`src/logic/ascm_params.svh`:
```
/*
  Constants for the conditional-store reservation monitor: instruction
  encoding fields, block and region sizes, result codes.
  Assumes a 32-bit word machine with byte addresses.
*/
`ifndef ASCM_PARAMS_SVH
`define ASCM_PARAMS_SVH

`define ASCM_MAJOR_OPC 6'h18
`define ASCM_SUBFN_SCW 4'hB
`define ASCM_ZERO_FLD 3'h0
`define ASCM_MAJOR_HI 31
`define ASCM_MAJOR_LO 26
`define ASCM_DSR_HI 25
`define ASCM_DSR_LO 21
`define ASCM_BASE_HI 20
`define ASCM_BASE_LO 16
`define ASCM_SUBFN_HI 15
`define ASCM_SUBFN_LO 12
`define ASCM_ZERO_HI 11
`define ASCM_ZERO_LO 9
`define ASCM_OFS_HI 8
`define ASCM_OFS_LO 0
`define ASCM_OFS_W 9
`define ASCM_BLOCK_LOG2 4
`define ASCM_REGION_BYTES 2048
`define ASCM_RESULT_OK 32'h00000001
`define ASCM_RESULT_FAIL 32'h00000000
`define ASCM_STRICT_RESET 1'h0

`endif

```
`src/logic/ascm_pkg.sv`:
```
/*
  Types shared by the reservation monitor modules.
  Assumes nothing beyond the constants header.
*/
package ascm_pkg;
  typedef logic [31:0] ascm_word_t;
  typedef logic [4:0] ascm_reg_t;
  typedef enum logic [1:0] {
    ascm_idle = 2'b00,
    ascm_store = 2'b01,
    ascm_wrback = 2'b10
  } ascm_state_e;
  typedef enum logic [1:0] {
    ascm_exc_none = 2'b00,
    ascm_exc_addr = 2'b01
  } ascm_exc_e;
endpackage

```
`src/logic/ascm_decode.sv`:
```
/*
  Instruction decoder and address former for the conditional word store.
  Assumes the instruction word and base register value are stable in the
  cycle they are presented with a valid strobe.
*/
`timescale 1ns/10ps
`default_nettype none
`include "ascm_params.svh"

module ascm_decode (
  // Instruction in
  input wire logic [31:0] instr,
  input wire ascm_pkg::ascm_word_t base_value,
  // Decode out
  output logic is_scw,
  output ascm_pkg::ascm_reg_t dsr_index,
  output ascm_pkg::ascm_word_t eff_addr,
  output logic misaligned
);
  import ascm_pkg::*;

  logic [31:0] ofs_ext;

  assign is_scw = (instr[`ASCM_MAJOR_HI:`ASCM_MAJOR_LO] == `ASCM_MAJOR_OPC)
    && (instr[`ASCM_SUBFN_HI:`ASCM_SUBFN_LO] == `ASCM_SUBFN_SCW)
    && (instr[`ASCM_ZERO_HI:`ASCM_ZERO_LO] == `ASCM_ZERO_FLD); // RL1
  assign dsr_index = instr[`ASCM_DSR_HI:`ASCM_DSR_LO];
  assign ofs_ext = {{(32 - `ASCM_OFS_W){instr[`ASCM_OFS_HI]}},
    instr[`ASCM_OFS_HI:`ASCM_OFS_LO]};
  assign eff_addr = base_value + ofs_ext; // RL2
  assign misaligned = eff_addr[1] | eff_addr[0]; // RL17
endmodule // ascm_decode

`default_nettype wire

```
`src/logic/ascm_monitor.sv`:
```
/*
  Reservation monitor for load-linked / store-conditional word pairs.
  Holds the reservation, watches coherent and local traffic, decides the
  outcome of each conditional store, drives the memory write and the
  result written back to the data source register.
  The outcome is fixed in the issue cycle: a kill event in that cycle
  fails the store, one after it only meets the next link.
  Loads and prefetches are seen but never end the link, in either mode.
  Assumes the pipeline presents one instruction per valid strobe and that
  software keeps the pairing and memory-type rules below, and keeps
  conditional stores at least three cycles apart.
*/
// Contract
// RL1: Decode conditional store: opcode 011000, sub-function 1011, zero bits 11-9.
// RL2: Address is base plus sign-extended offset; success writes whole word.
// RL3: Success writes one into the data source register.
// RL4: Failure leaves memory alone and writes zero to the register.
// RL5: Other agents' coherent store into reserved block fails the store.
// RL6: Strict mode: own coherent store into block fails the store.
// RL7: Exception return fails; the keep-link variant leaves reservation.
// RL8: Store address differing from linked address fails the store.
// RL9: Strict mode: own load to block never fails; otherwise may.
// RL10: Own accesses elsewhere, prefetches, non-coherent stores may fail it.
// RL11: Instructions spanning over 2048 bytes may fail the store.
// RL12: Strict mode: local cache operations may fail; remote ones too.
// RL13: Strict mode: unpaired or mismatched store still gives definite result.
// RL14: Software pairs each store with a linked load at same address.
// RL15: One-processor atomicity needs consistent cached memory type.
// RL16: Multi-agent atomicity needs cached coherent type everywhere.
// RL17: Misaligned effective address raises address error, no store.
// RL18: Every conditional store clears the reservation flag; faulting stores here leave it set.
// RL19: Store may signal translation, address error and watch exceptions.
// RL20: Monitor holds flag and block address; linked load sets, reset clears.
// RL21: Write issued only if flag still set at commit.
`timescale 1ns/10ps
`default_nettype none
`include "ascm_params.svh"

module ascm_monitor #(
  parameter int BLOCK_LOG2 = `ASCM_BLOCK_LOG2,
  parameter int REGION_BYTES = `ASCM_REGION_BYTES
) (
  // Clock and reset
  input wire logic mclk,
  input wire logic rstn,
  // Configuration
  input wire logic strict_link_config,
  // Pipeline instruction issue
  input wire logic instr_valid,
  input wire logic [31:0] instr,
  input wire ascm_pkg::ascm_word_t base_value,
  input wire ascm_pkg::ascm_word_t dsr_value,
  input wire ascm_pkg::ascm_word_t pc,
  // Linked load from pipeline
  input wire logic load_linked_word,
  input wire ascm_pkg::ascm_word_t ll_addr,
  // Translation result for the store
  input wire ascm_pkg::ascm_word_t xlat_paddr,
  input wire logic xlat_refill,
  input wire logic xlat_invalid,
  input wire logic xlat_modified,
  input wire logic watch_hit,
  // Other pipeline events
  input wire logic exception_return,
  input wire logic exception_return_keep_link,
  input wire logic local_store,
  input wire logic local_store_coherent,
  input wire logic local_load,
  input wire logic local_prefetch,
  input wire logic local_cacheop,
  input wire ascm_pkg::ascm_word_t local_addr,
  // Coherent memory system snoops
  input wire logic snoop_store,
  input wire logic snoop_cacheop,
  input wire ascm_pkg::ascm_word_t snoop_addr,
  // Memory write
  output logic mem_wr,
  output ascm_pkg::ascm_word_t mem_addr,
  output ascm_pkg::ascm_word_t mem_data,
  // Register writeback
  output logic rf_wr,
  output ascm_pkg::ascm_reg_t rf_index,
  output ascm_pkg::ascm_word_t rf_data,
  // Exceptions
  output logic exc_valid,
  output logic [4:0] exc_code,
  // Monitor state
  output logic reservation_valid
);
  import ascm_pkg::*;

  ascm_word_t resv_addr;
  logic resv_flag;
  ascm_state_e state;
  logic is_scw;
  ascm_reg_t dsr_index;
  ascm_word_t eff_addr;
  logic misaligned;
  logic too_wide;
  logic scw_go;
  logic scw_take;
  logic store_fault;
  logic next_resv;
  logic snoop_kill;
  logic local_kill;
  logic lost;
  logic addr_match;
  logic xlat_fault;
  logic commit_ok;
  // Held from the issue cycle for the later write and writeback
  ascm_word_t hold_data;
  ascm_reg_t hold_index;
  ascm_word_t hold_paddr;
  logic hold_ok;

  function automatic logic same_block(input ascm_word_t a,
      input ascm_word_t b);
    same_block = (a >> BLOCK_LOG2) == (b >> BLOCK_LOG2);
  endfunction

  // A block spans one word at least and one small page at most
  if (BLOCK_LOG2 < 2 || BLOCK_LOG2 > 12) begin : g_bad_block
    $error("ascm_monitor: block must be a word up to a page");
  end
  // The span check needs room for one instruction word
  if (REGION_BYTES < 4) begin : g_bad_region
    $error("ascm_monitor: region too small");
  end

  ascm_decode ascm_decode_i (
    .instr(instr),
    .base_value(base_value),
    .is_scw(is_scw),
    .dsr_index(dsr_index),
    .eff_addr(eff_addr),
    .misaligned(misaligned)
  );

  ascm_region #(.REGION_BYTES(REGION_BYTES)) ascm_region_i (
    .mclk(mclk),
    .rstn(rstn),
    .start(load_linked_word),
    .pc_valid(instr_valid),
    .pc(pc),
    .too_wide(too_wide)
  );

  assign scw_go = instr_valid && is_scw && state == ascm_idle;
  // Faulting stores trap instead and leave the link alone
  assign store_fault = misaligned || xlat_fault;
  assign scw_take = scw_go && !store_fault;

  // Events that end the reservation
  assign snoop_kill = (snoop_store && same_block(snoop_addr, resv_addr)) // RL5
    || (snoop_cacheop && same_block(snoop_addr, resv_addr)); // RL12
  always_comb begin
    local_kill = 1'b0;
    if (exception_return && !exception_return_keep_link) begin
      local_kill = 1'b1; // RL7
    end
    if (local_store_coherent && same_block(local_addr, resv_addr)
        && strict_link_config) begin
      local_kill = 1'b1; // RL6
    end
    if (local_store && !local_store_coherent
        && same_block(local_addr, resv_addr)) begin
      local_kill = 1'b1; // RL10
    end
    if (local_cacheop && strict_link_config) begin
      local_kill = 1'b1; // RL12
    end
    // Loads, prefetches and out-of-block stores keep the link here RL9
    if (too_wide) begin
      local_kill = 1'b1; // RL11
    end
  end
  assign lost = snoop_kill || local_kill;

  assign addr_match = {eff_addr[31:2], 2'b00} == resv_addr; // RL8
  assign xlat_fault = xlat_refill || xlat_modified || xlat_invalid
    || watch_hit;
  // Later kills cannot reach a store already captured
  // Unpaired store sees a cleared flag: definite failure RL13
  assign commit_ok = resv_flag && !lost && addr_match; // RL21

  // One next value feeds both the flag and its port copy
  always_comb begin
    next_resv = resv_flag;
    if (load_linked_word) begin
      next_resv = 1'b1; // RL20
    end else if (scw_take || lost) begin
      next_resv = 1'b0; // RL18
    end
  end

  // Reservation flag and linked word address
  always_ff @(posedge mclk or negedge rstn) begin
    if (!rstn) begin
      resv_flag <= 1'b0; // RL20
      resv_addr <= 32'h00000000;
    end else begin
      resv_flag <= next_resv;
      if (load_linked_word) begin
        resv_addr <= {ll_addr[31:2], 2'b00};
      end
    end
  end

  // Store sequencing: capture, write memory, write register
  // Busy stores are dropped; the pipeline must space them
  always_ff @(posedge mclk or negedge rstn) begin
    if (!rstn) begin
      state <= ascm_idle;
      hold_data <= 32'h00000000;
      hold_index <= 5'h00;
      hold_paddr <= 32'h00000000;
      hold_ok <= 1'b0;
    end else begin
      case (state)
        ascm_idle: begin
          if (scw_take) begin
            hold_data <= dsr_value;
            hold_index <= dsr_index;
            hold_paddr <= {xlat_paddr[31:2], 2'b00};
            hold_ok <= commit_ok;
            state <= ascm_store;
          end
        end
        ascm_store: begin
          state <= ascm_wrback;
        end
        ascm_wrback: begin
          state <= ascm_idle;
        end
        default: begin
          state <= ascm_idle;
        end
      endcase
    end
  end

  // Memory port
  always_ff @(posedge mclk or negedge rstn) begin
    if (!rstn) begin
      mem_wr <= 1'b0;
      mem_addr <= 32'h00000000;
      mem_data <= 32'h00000000;
    end else begin
      mem_wr <= (state == ascm_store) && hold_ok; // RL21
      if (state == ascm_store && hold_ok) begin
        mem_addr <= hold_paddr; // RL2
        mem_data <= hold_data; // RL2
      end
    end
  end

  // Register writeback of the outcome
  always_ff @(posedge mclk or negedge rstn) begin
    if (!rstn) begin
      rf_wr <= 1'b0;
      rf_index <= 5'h00;
      rf_data <= 32'h00000000;
    end else begin
      rf_wr <= state == ascm_wrback;
      if (state == ascm_wrback) begin
        rf_index <= hold_index;
        rf_data <= hold_ok ? `ASCM_RESULT_OK // RL3
          : `ASCM_RESULT_FAIL; // RL4
      end
    end
  end

  // Exceptions replace the store; codes are this core's own numbering
  always_ff @(posedge mclk or negedge rstn) begin
    if (!rstn) begin
      exc_valid <= 1'b0;
      exc_code <= 5'h00;
    end else begin
      exc_valid <= scw_go && store_fault; // RL19
      if (scw_go && misaligned) begin
        exc_code <= 5'h05; // RL17
      end else if (scw_go && xlat_refill) begin
        exc_code <= 5'h03; // RL19
      end else if (scw_go && xlat_invalid) begin
        exc_code <= 5'h03;
      end else if (scw_go && xlat_modified) begin
        exc_code <= 5'h01;
      end else if (scw_go && watch_hit) begin
        exc_code <= 5'h17;
      end
    end
  end

  always_ff @(posedge mclk or negedge rstn) begin
    if (!rstn) begin
      reservation_valid <= 1'b0;
    end else begin
      reservation_valid <= next_resv; // RL20
    end
  end
endmodule // ascm_monitor

`default_nettype wire

```
`src/logic/ascm_region.sv`:
```
/*
  Tracks the span of instruction addresses fetched since the linked load
  and flags when it exceeds one contiguous region.
  Assumes pc_valid marks each retired instruction.
*/
`timescale 1ns/10ps
`default_nettype none
`include "ascm_params.svh"

module ascm_region #(
  parameter int REGION_BYTES = `ASCM_REGION_BYTES
) (
  // Clock and reset
  input wire logic mclk,
  input wire logic rstn,
  // Instruction stream
  input wire logic start,
  input wire logic pc_valid,
  input wire ascm_pkg::ascm_word_t pc,
  // Result
  output logic too_wide
);
  import ascm_pkg::*;

  ascm_word_t lo_pc;
  ascm_word_t hi_pc;
  ascm_word_t next_lo;
  ascm_word_t next_hi;

  // A region narrower than one word can hold no instruction
  if (REGION_BYTES < 4) begin : g_bad_region
    $error("ascm_region: region too small");
  end

  always_comb begin
    next_lo = (pc < lo_pc) ? pc : lo_pc;
    next_hi = (pc > hi_pc) ? pc : hi_pc;
  end

  always_ff @(posedge mclk or negedge rstn) begin
    if (!rstn) begin
      lo_pc <= 32'h00000000;
      hi_pc <= 32'h00000000;
    end else if (start) begin
      lo_pc <= pc;
      hi_pc <= pc;
    end else if (pc_valid) begin
      lo_pc <= next_lo;
      hi_pc <= next_hi;
    end
  end

  // Span measured inclusive of the last word
  assign too_wide = (hi_pc - lo_pc) > 32'(REGION_BYTES - 4); // RL11
endmodule // ascm_region

`default_nettype wire
```
`config.mk`:
```
export PLATFORM = sky130hd
export DESIGN_NAME = ascm_monitor
export DESIGN_NICKNAME = d
export VERILOG_FILES = /design/src/logic/ascm_pkg.sv /design/src/logic/ascm_decode.sv /design/src/logic/ascm_monitor.sv /design/src/logic/ascm_region.sv
export VERILOG_INCLUDE_DIRS = /design/src /design/src/logic
export SDC_FILE = /design/constraint.sdc
export NUM_CORES = 1
export LEC_CHECK = 0
export BUFFER_PORTS_ARGS = -buffer_cell sky130_fd_sc_hd__buf_4
export CAP_MARGIN = 5
export CORE_UTILIZATION = 50
export DETAILED_ROUTE_END_ITERATION = 8
export PLACE_DENSITY = 0.75
export SLEW_MARGIN = 20
export SYNTH_ARGS = -nofsm -noshare
export SYNTH_HDL_FRONTEND = slang
export SYNTH_SLANG_ARGS = --single-unit
```
`constraint.sdc`:
```
create_clock -name mclk -period 4.3 [get_ports mclk]
set_input_delay 0.215 -clock mclk [delete_from_list [all_inputs] [get_ports mclk]]
set_output_delay 0.215 -clock mclk [all_outputs]
set_load 0.02 [all_outputs]
```
==> flow_summary.toml <==
[synthesis]
synth_area_per_cell_um2 = 8.84
yosys-mux-area-fraction = 0.0765
ys_warn_count = 0
syn_inst = 1773
synth_compound_area_frac = 0.127
netlist_area_um2 = 15700
synth_cell_type_count = 81
synthArstFlopShare = 1.00
synth-xor-area-share = 0.0642
synthSimpleGateAreaFrac = 0.194
synth-edff-count = 0
ys_ff_latch = 240
synthAdderAreaFrac = 0.102
yosysSeqAreaShare = 0.383
synth_ff_type = "dfrtp_1"
synth_top_family_by_area = "simple AND/OR/NAND/NOR gates"

[drt]
vias = 14700
drc = 17
vias_per_cell = 5.59
drt-wirelength-per-cell_um = 19.6
drt_iter0_drc = 979
first_pass_iters = 7
ant_nets = 0
drt-total-wl_um = 51600

[clock_tree]
root_buffer = "clkbuf_16"
ctsHoldBuffers = 133
cts_buffer_depth = 3
cts_setup_buffers = 0
cts.sinks = 240
htree_levels = 1
cts-resized-gates = 0
cts_made_buffers = 27
insertion_delay_ns = 0.56
tritoncts = "yes"
clkTransAtPathRegs_ns = 0.06

[place]
hpwl_um = 37300
io_buffers = 330
place.gp.congestion = 0.932
dpl.cell_count = 2452

[critical_path]
setup.worst_path.start_class = "flop"
crit_type = "reg -> reg"
required_ns = 4.80
cp_max_fo = 7
cp-end-kind = "flop"
r2r_cells = 14
cp.arrival_ns = 4.21
r2r-start = "ascm_region_i.hi_pc[0]"
reg2reg_to = "hold_ok"
r2r_slack_ns = 0.59

[grt]
antenna_found_initial = 1
grt_overflow = 0
grt_pass1_wl_um = 80200
grt_use_total = 0.322
grt_pass1_vias = 15200
grt_max_degree = 99

[pwr]
p_int_mw = 4.79
p_total_mw = 7.11
switching_share = 0.327
ir_drop_mv = 0.354
power_frac_clock = 0.339
p_switching_mw = 2.33
p_leak_nw = 10.5
seqPwrFrac = 0.350
comb_power_share = 0.311
power_density_nw_per_um2 = 344

[layout]
diodes = 0
nNetsFinal = 2619
drive_gt1_frac = 0.230
layout.cells.non_filler = 2631
area_growth_pct = 32.1

[sta]
relSlewSlack = 0.443
worstMarginPinSlew_ns = 0.836
skew_ns = 0.0151
max_freq_mhz = 269
fin_crit_sh = 0.864
rsz0062_at_grt = "false"
setup_viol = 0
drv_slew = 0
hold_viol = 0
setup_tns_ns = 0
period_needed_ns = 3.71

[floorplanning]
floorplan.initialDensity = 0.510
die-area_um2 = 32100
io_pins = 384
die_h_um = 179
fp.coreArea_um2 = 30700
fp.dieW_um = 179
num_rows = 64

[min_path]
min_from = "xlat_invalid"
hold_depth = 4
min_to = "exc_code[4]"
hold_path_class = "in -> reg"

[run_status]
status = "finished, violations left"
violations = "design-rule violations"

[flow_run]
cap_violations = 0
==> critical path, cell delays in order, from the launching register on <==
cell and delay (ns):
dfrtp_1 0.38, inv_1 0.08, ha_1 0.16, inv_1 0.05, fa_1 0.42, a211oi_1 0.37, o21ai_2 0.19, o21ai_0 0.17
nor3b_1 0.43, xor2_1 0.19, o2111ai_1 0.14, nor4_2 0.32, nand4_1 0.16, nor4_2 0.37, a32o_1 0.21
==> per-stage QoR <==
| step | util | hold slack, ns | setup WS (ns) | area (um^2) |
|---|---|---|---|---|
| after detailed placement | 0.600 | 0.297 | 0.608 | 18500 |
| after global routing | 0.673 | 0.129 | 0.235 | 20700 |
| after global placement | 0.600 | 0.279 | 0.613 | 18500 |
| after floorplan | - | -0.0806 | 1.17 | 15800 |
| final | 0.673 | 0.117 | 0.587 | 20700 |
| after CTS | 0.673 | 0.0670 | 0.562 | 20700 |
==> cell type report <==
class / instances / area, um^2
flip-flops and latches: 240 / 6010
inverters: 88 / 330
well taps: 396 / 495
clock buffers: 36 / 759
fillers: 2307 / 10000
multi-input cells: 1385 / 9000
clock inverters: 10 / 149
repair buffers: 476 / 3960
==> registers in the layout, indices dropped and copies added (netlist names), 2 cells and up <==
register and count:
hold_index 5, resv_addr 30, ascm_region_i.lo_pc 32, exc_code 4, mem_data 32, state 2, ascm_region_i.hi_pc 32, hold_paddr 30
rf_index 5, mem_addr 30, hold_data 32
==> power groups by stage <==
| stage | sequential, mW | clock (mW) | combinational (mW) |
|---|---|---|---|
| 4_1_cts | 2.49 | 2.44 | 2.19 |
| 5_1_grt | 2.50 | 2.52 | 2.44 |
| 3_3_place_gp | 2.52 | 0 | 2.04 |
| 6_report | 2.49 | 2.41 | 2.21 |
| 2_1_floorplan | 2.48 | 0 | 1.43 |
| 3_5_place_dp | 2.53 | 0 | 2.07 |
==> worst max-delay path by stage <==
stage                                       from       to  slack [ns]  cells past startpoint
after floorplan           ascm_region_i.hi_pc[0]  hold_ok        1.17                     14
after global placement    ascm_region_i.hi_pc[0]  hold_ok        0.61                     14
after detailed placement  ascm_region_i.hi_pc[0]  hold_ok        0.61                     14
after CTS                 ascm_region_i.hi_pc[0]  hold_ok        0.56                     14
after global routing      ascm_region_i.hi_pc[0]  hold_ok        0.23                     14
final                     ascm_region_i.hi_pc[0]  hold_ok        0.59                     14
==> cells by family after synthesis <==
logic type,Yosys count
AO/OA/AOI/OAI,306
adder cells (fa/ha/maj),127
buffers and inverters,181
AND/OR/NAND/NOR,696
XOR/XNOR,115
flip-flops,240
other,1
multiplexers,107
==> per-layer routing <==
| layer | GRT usage | routed length (um) |
|---|---|---|
| met5 | 0 | 13 |
| met4 | 0.139 | 2480 |
| met1 | 0.396 | 21000 |
| met3 | 0.0492 | 2890 |
| met2 | 0.559 | 25300 |
==> cell usage in the layout (no fill, tap or decap), drive strengths merged, types with 6 or more instances in the layout <==
cell type and n:
mux2 102, a21o 40, clkbuf 36, nor2b 11
o21ai 58, a211oi 9, a2111oi 8, o21a 18
conb 34, xnor2 62, inv 90, nor2 59
o21bai 10, nand4 41, dfrtp 240, a31oi 9
o2111ai 6, nand2 470, nand3 24, buf 343
o211ai 12, nor3 27, ha 125, nand2b 14
dlygate4sd3 133, nor4 18, xor2 53, a21oi 97
and3 7
==> Yosys cell counts, types with 3 or more instances <==
library cell    n  area share
o221ai_1        3      0.0017
dfrtp_1       240        0.38
or3_1           3      0.0012
nor3b_1         3      0.0014
inv_1          86       0.021
and2_1          3      0.0012
a21o_1         38       0.018
nor2b_1        11      0.0044
o211ai_1       12      0.0057
nand2_1       469        0.11
o2111ai_1       6      0.0034
o21ai_0        50       0.016
a31o_2          3      0.0017
a31oi_1         9      0.0036
a21boi_0        3      0.0014
mux2i_1         5      0.0032
and3_1          6      0.0024
buf_4          34       0.016
clkbuf_1       39      0.0093
o21a_1         18      0.0086
buf_2          14      0.0045
nand4_1        41       0.016
ha_1          125        0.10
a2111oi_0       7      0.0039
nor2_1         59       0.014
xor2_1         53       0.030
nor3_1         25      0.0080
nor4_1         16      0.0064
o21ai_1         7      0.0022
a221oi_1        4      0.0022
nand2b_1       14      0.0056
o22ai_1         3      0.0012
o31ai_1         4      0.0019
mux2_2        102       0.073
a21oi_1        95       0.030
a211oi_1        8      0.0038
buf_1           5      0.0012
nand3_1        23      0.0073
o21bai_1       10      0.0048
xnor2_1        62       0.035
No activity file was read; power rests on OpenSTA's default activity.
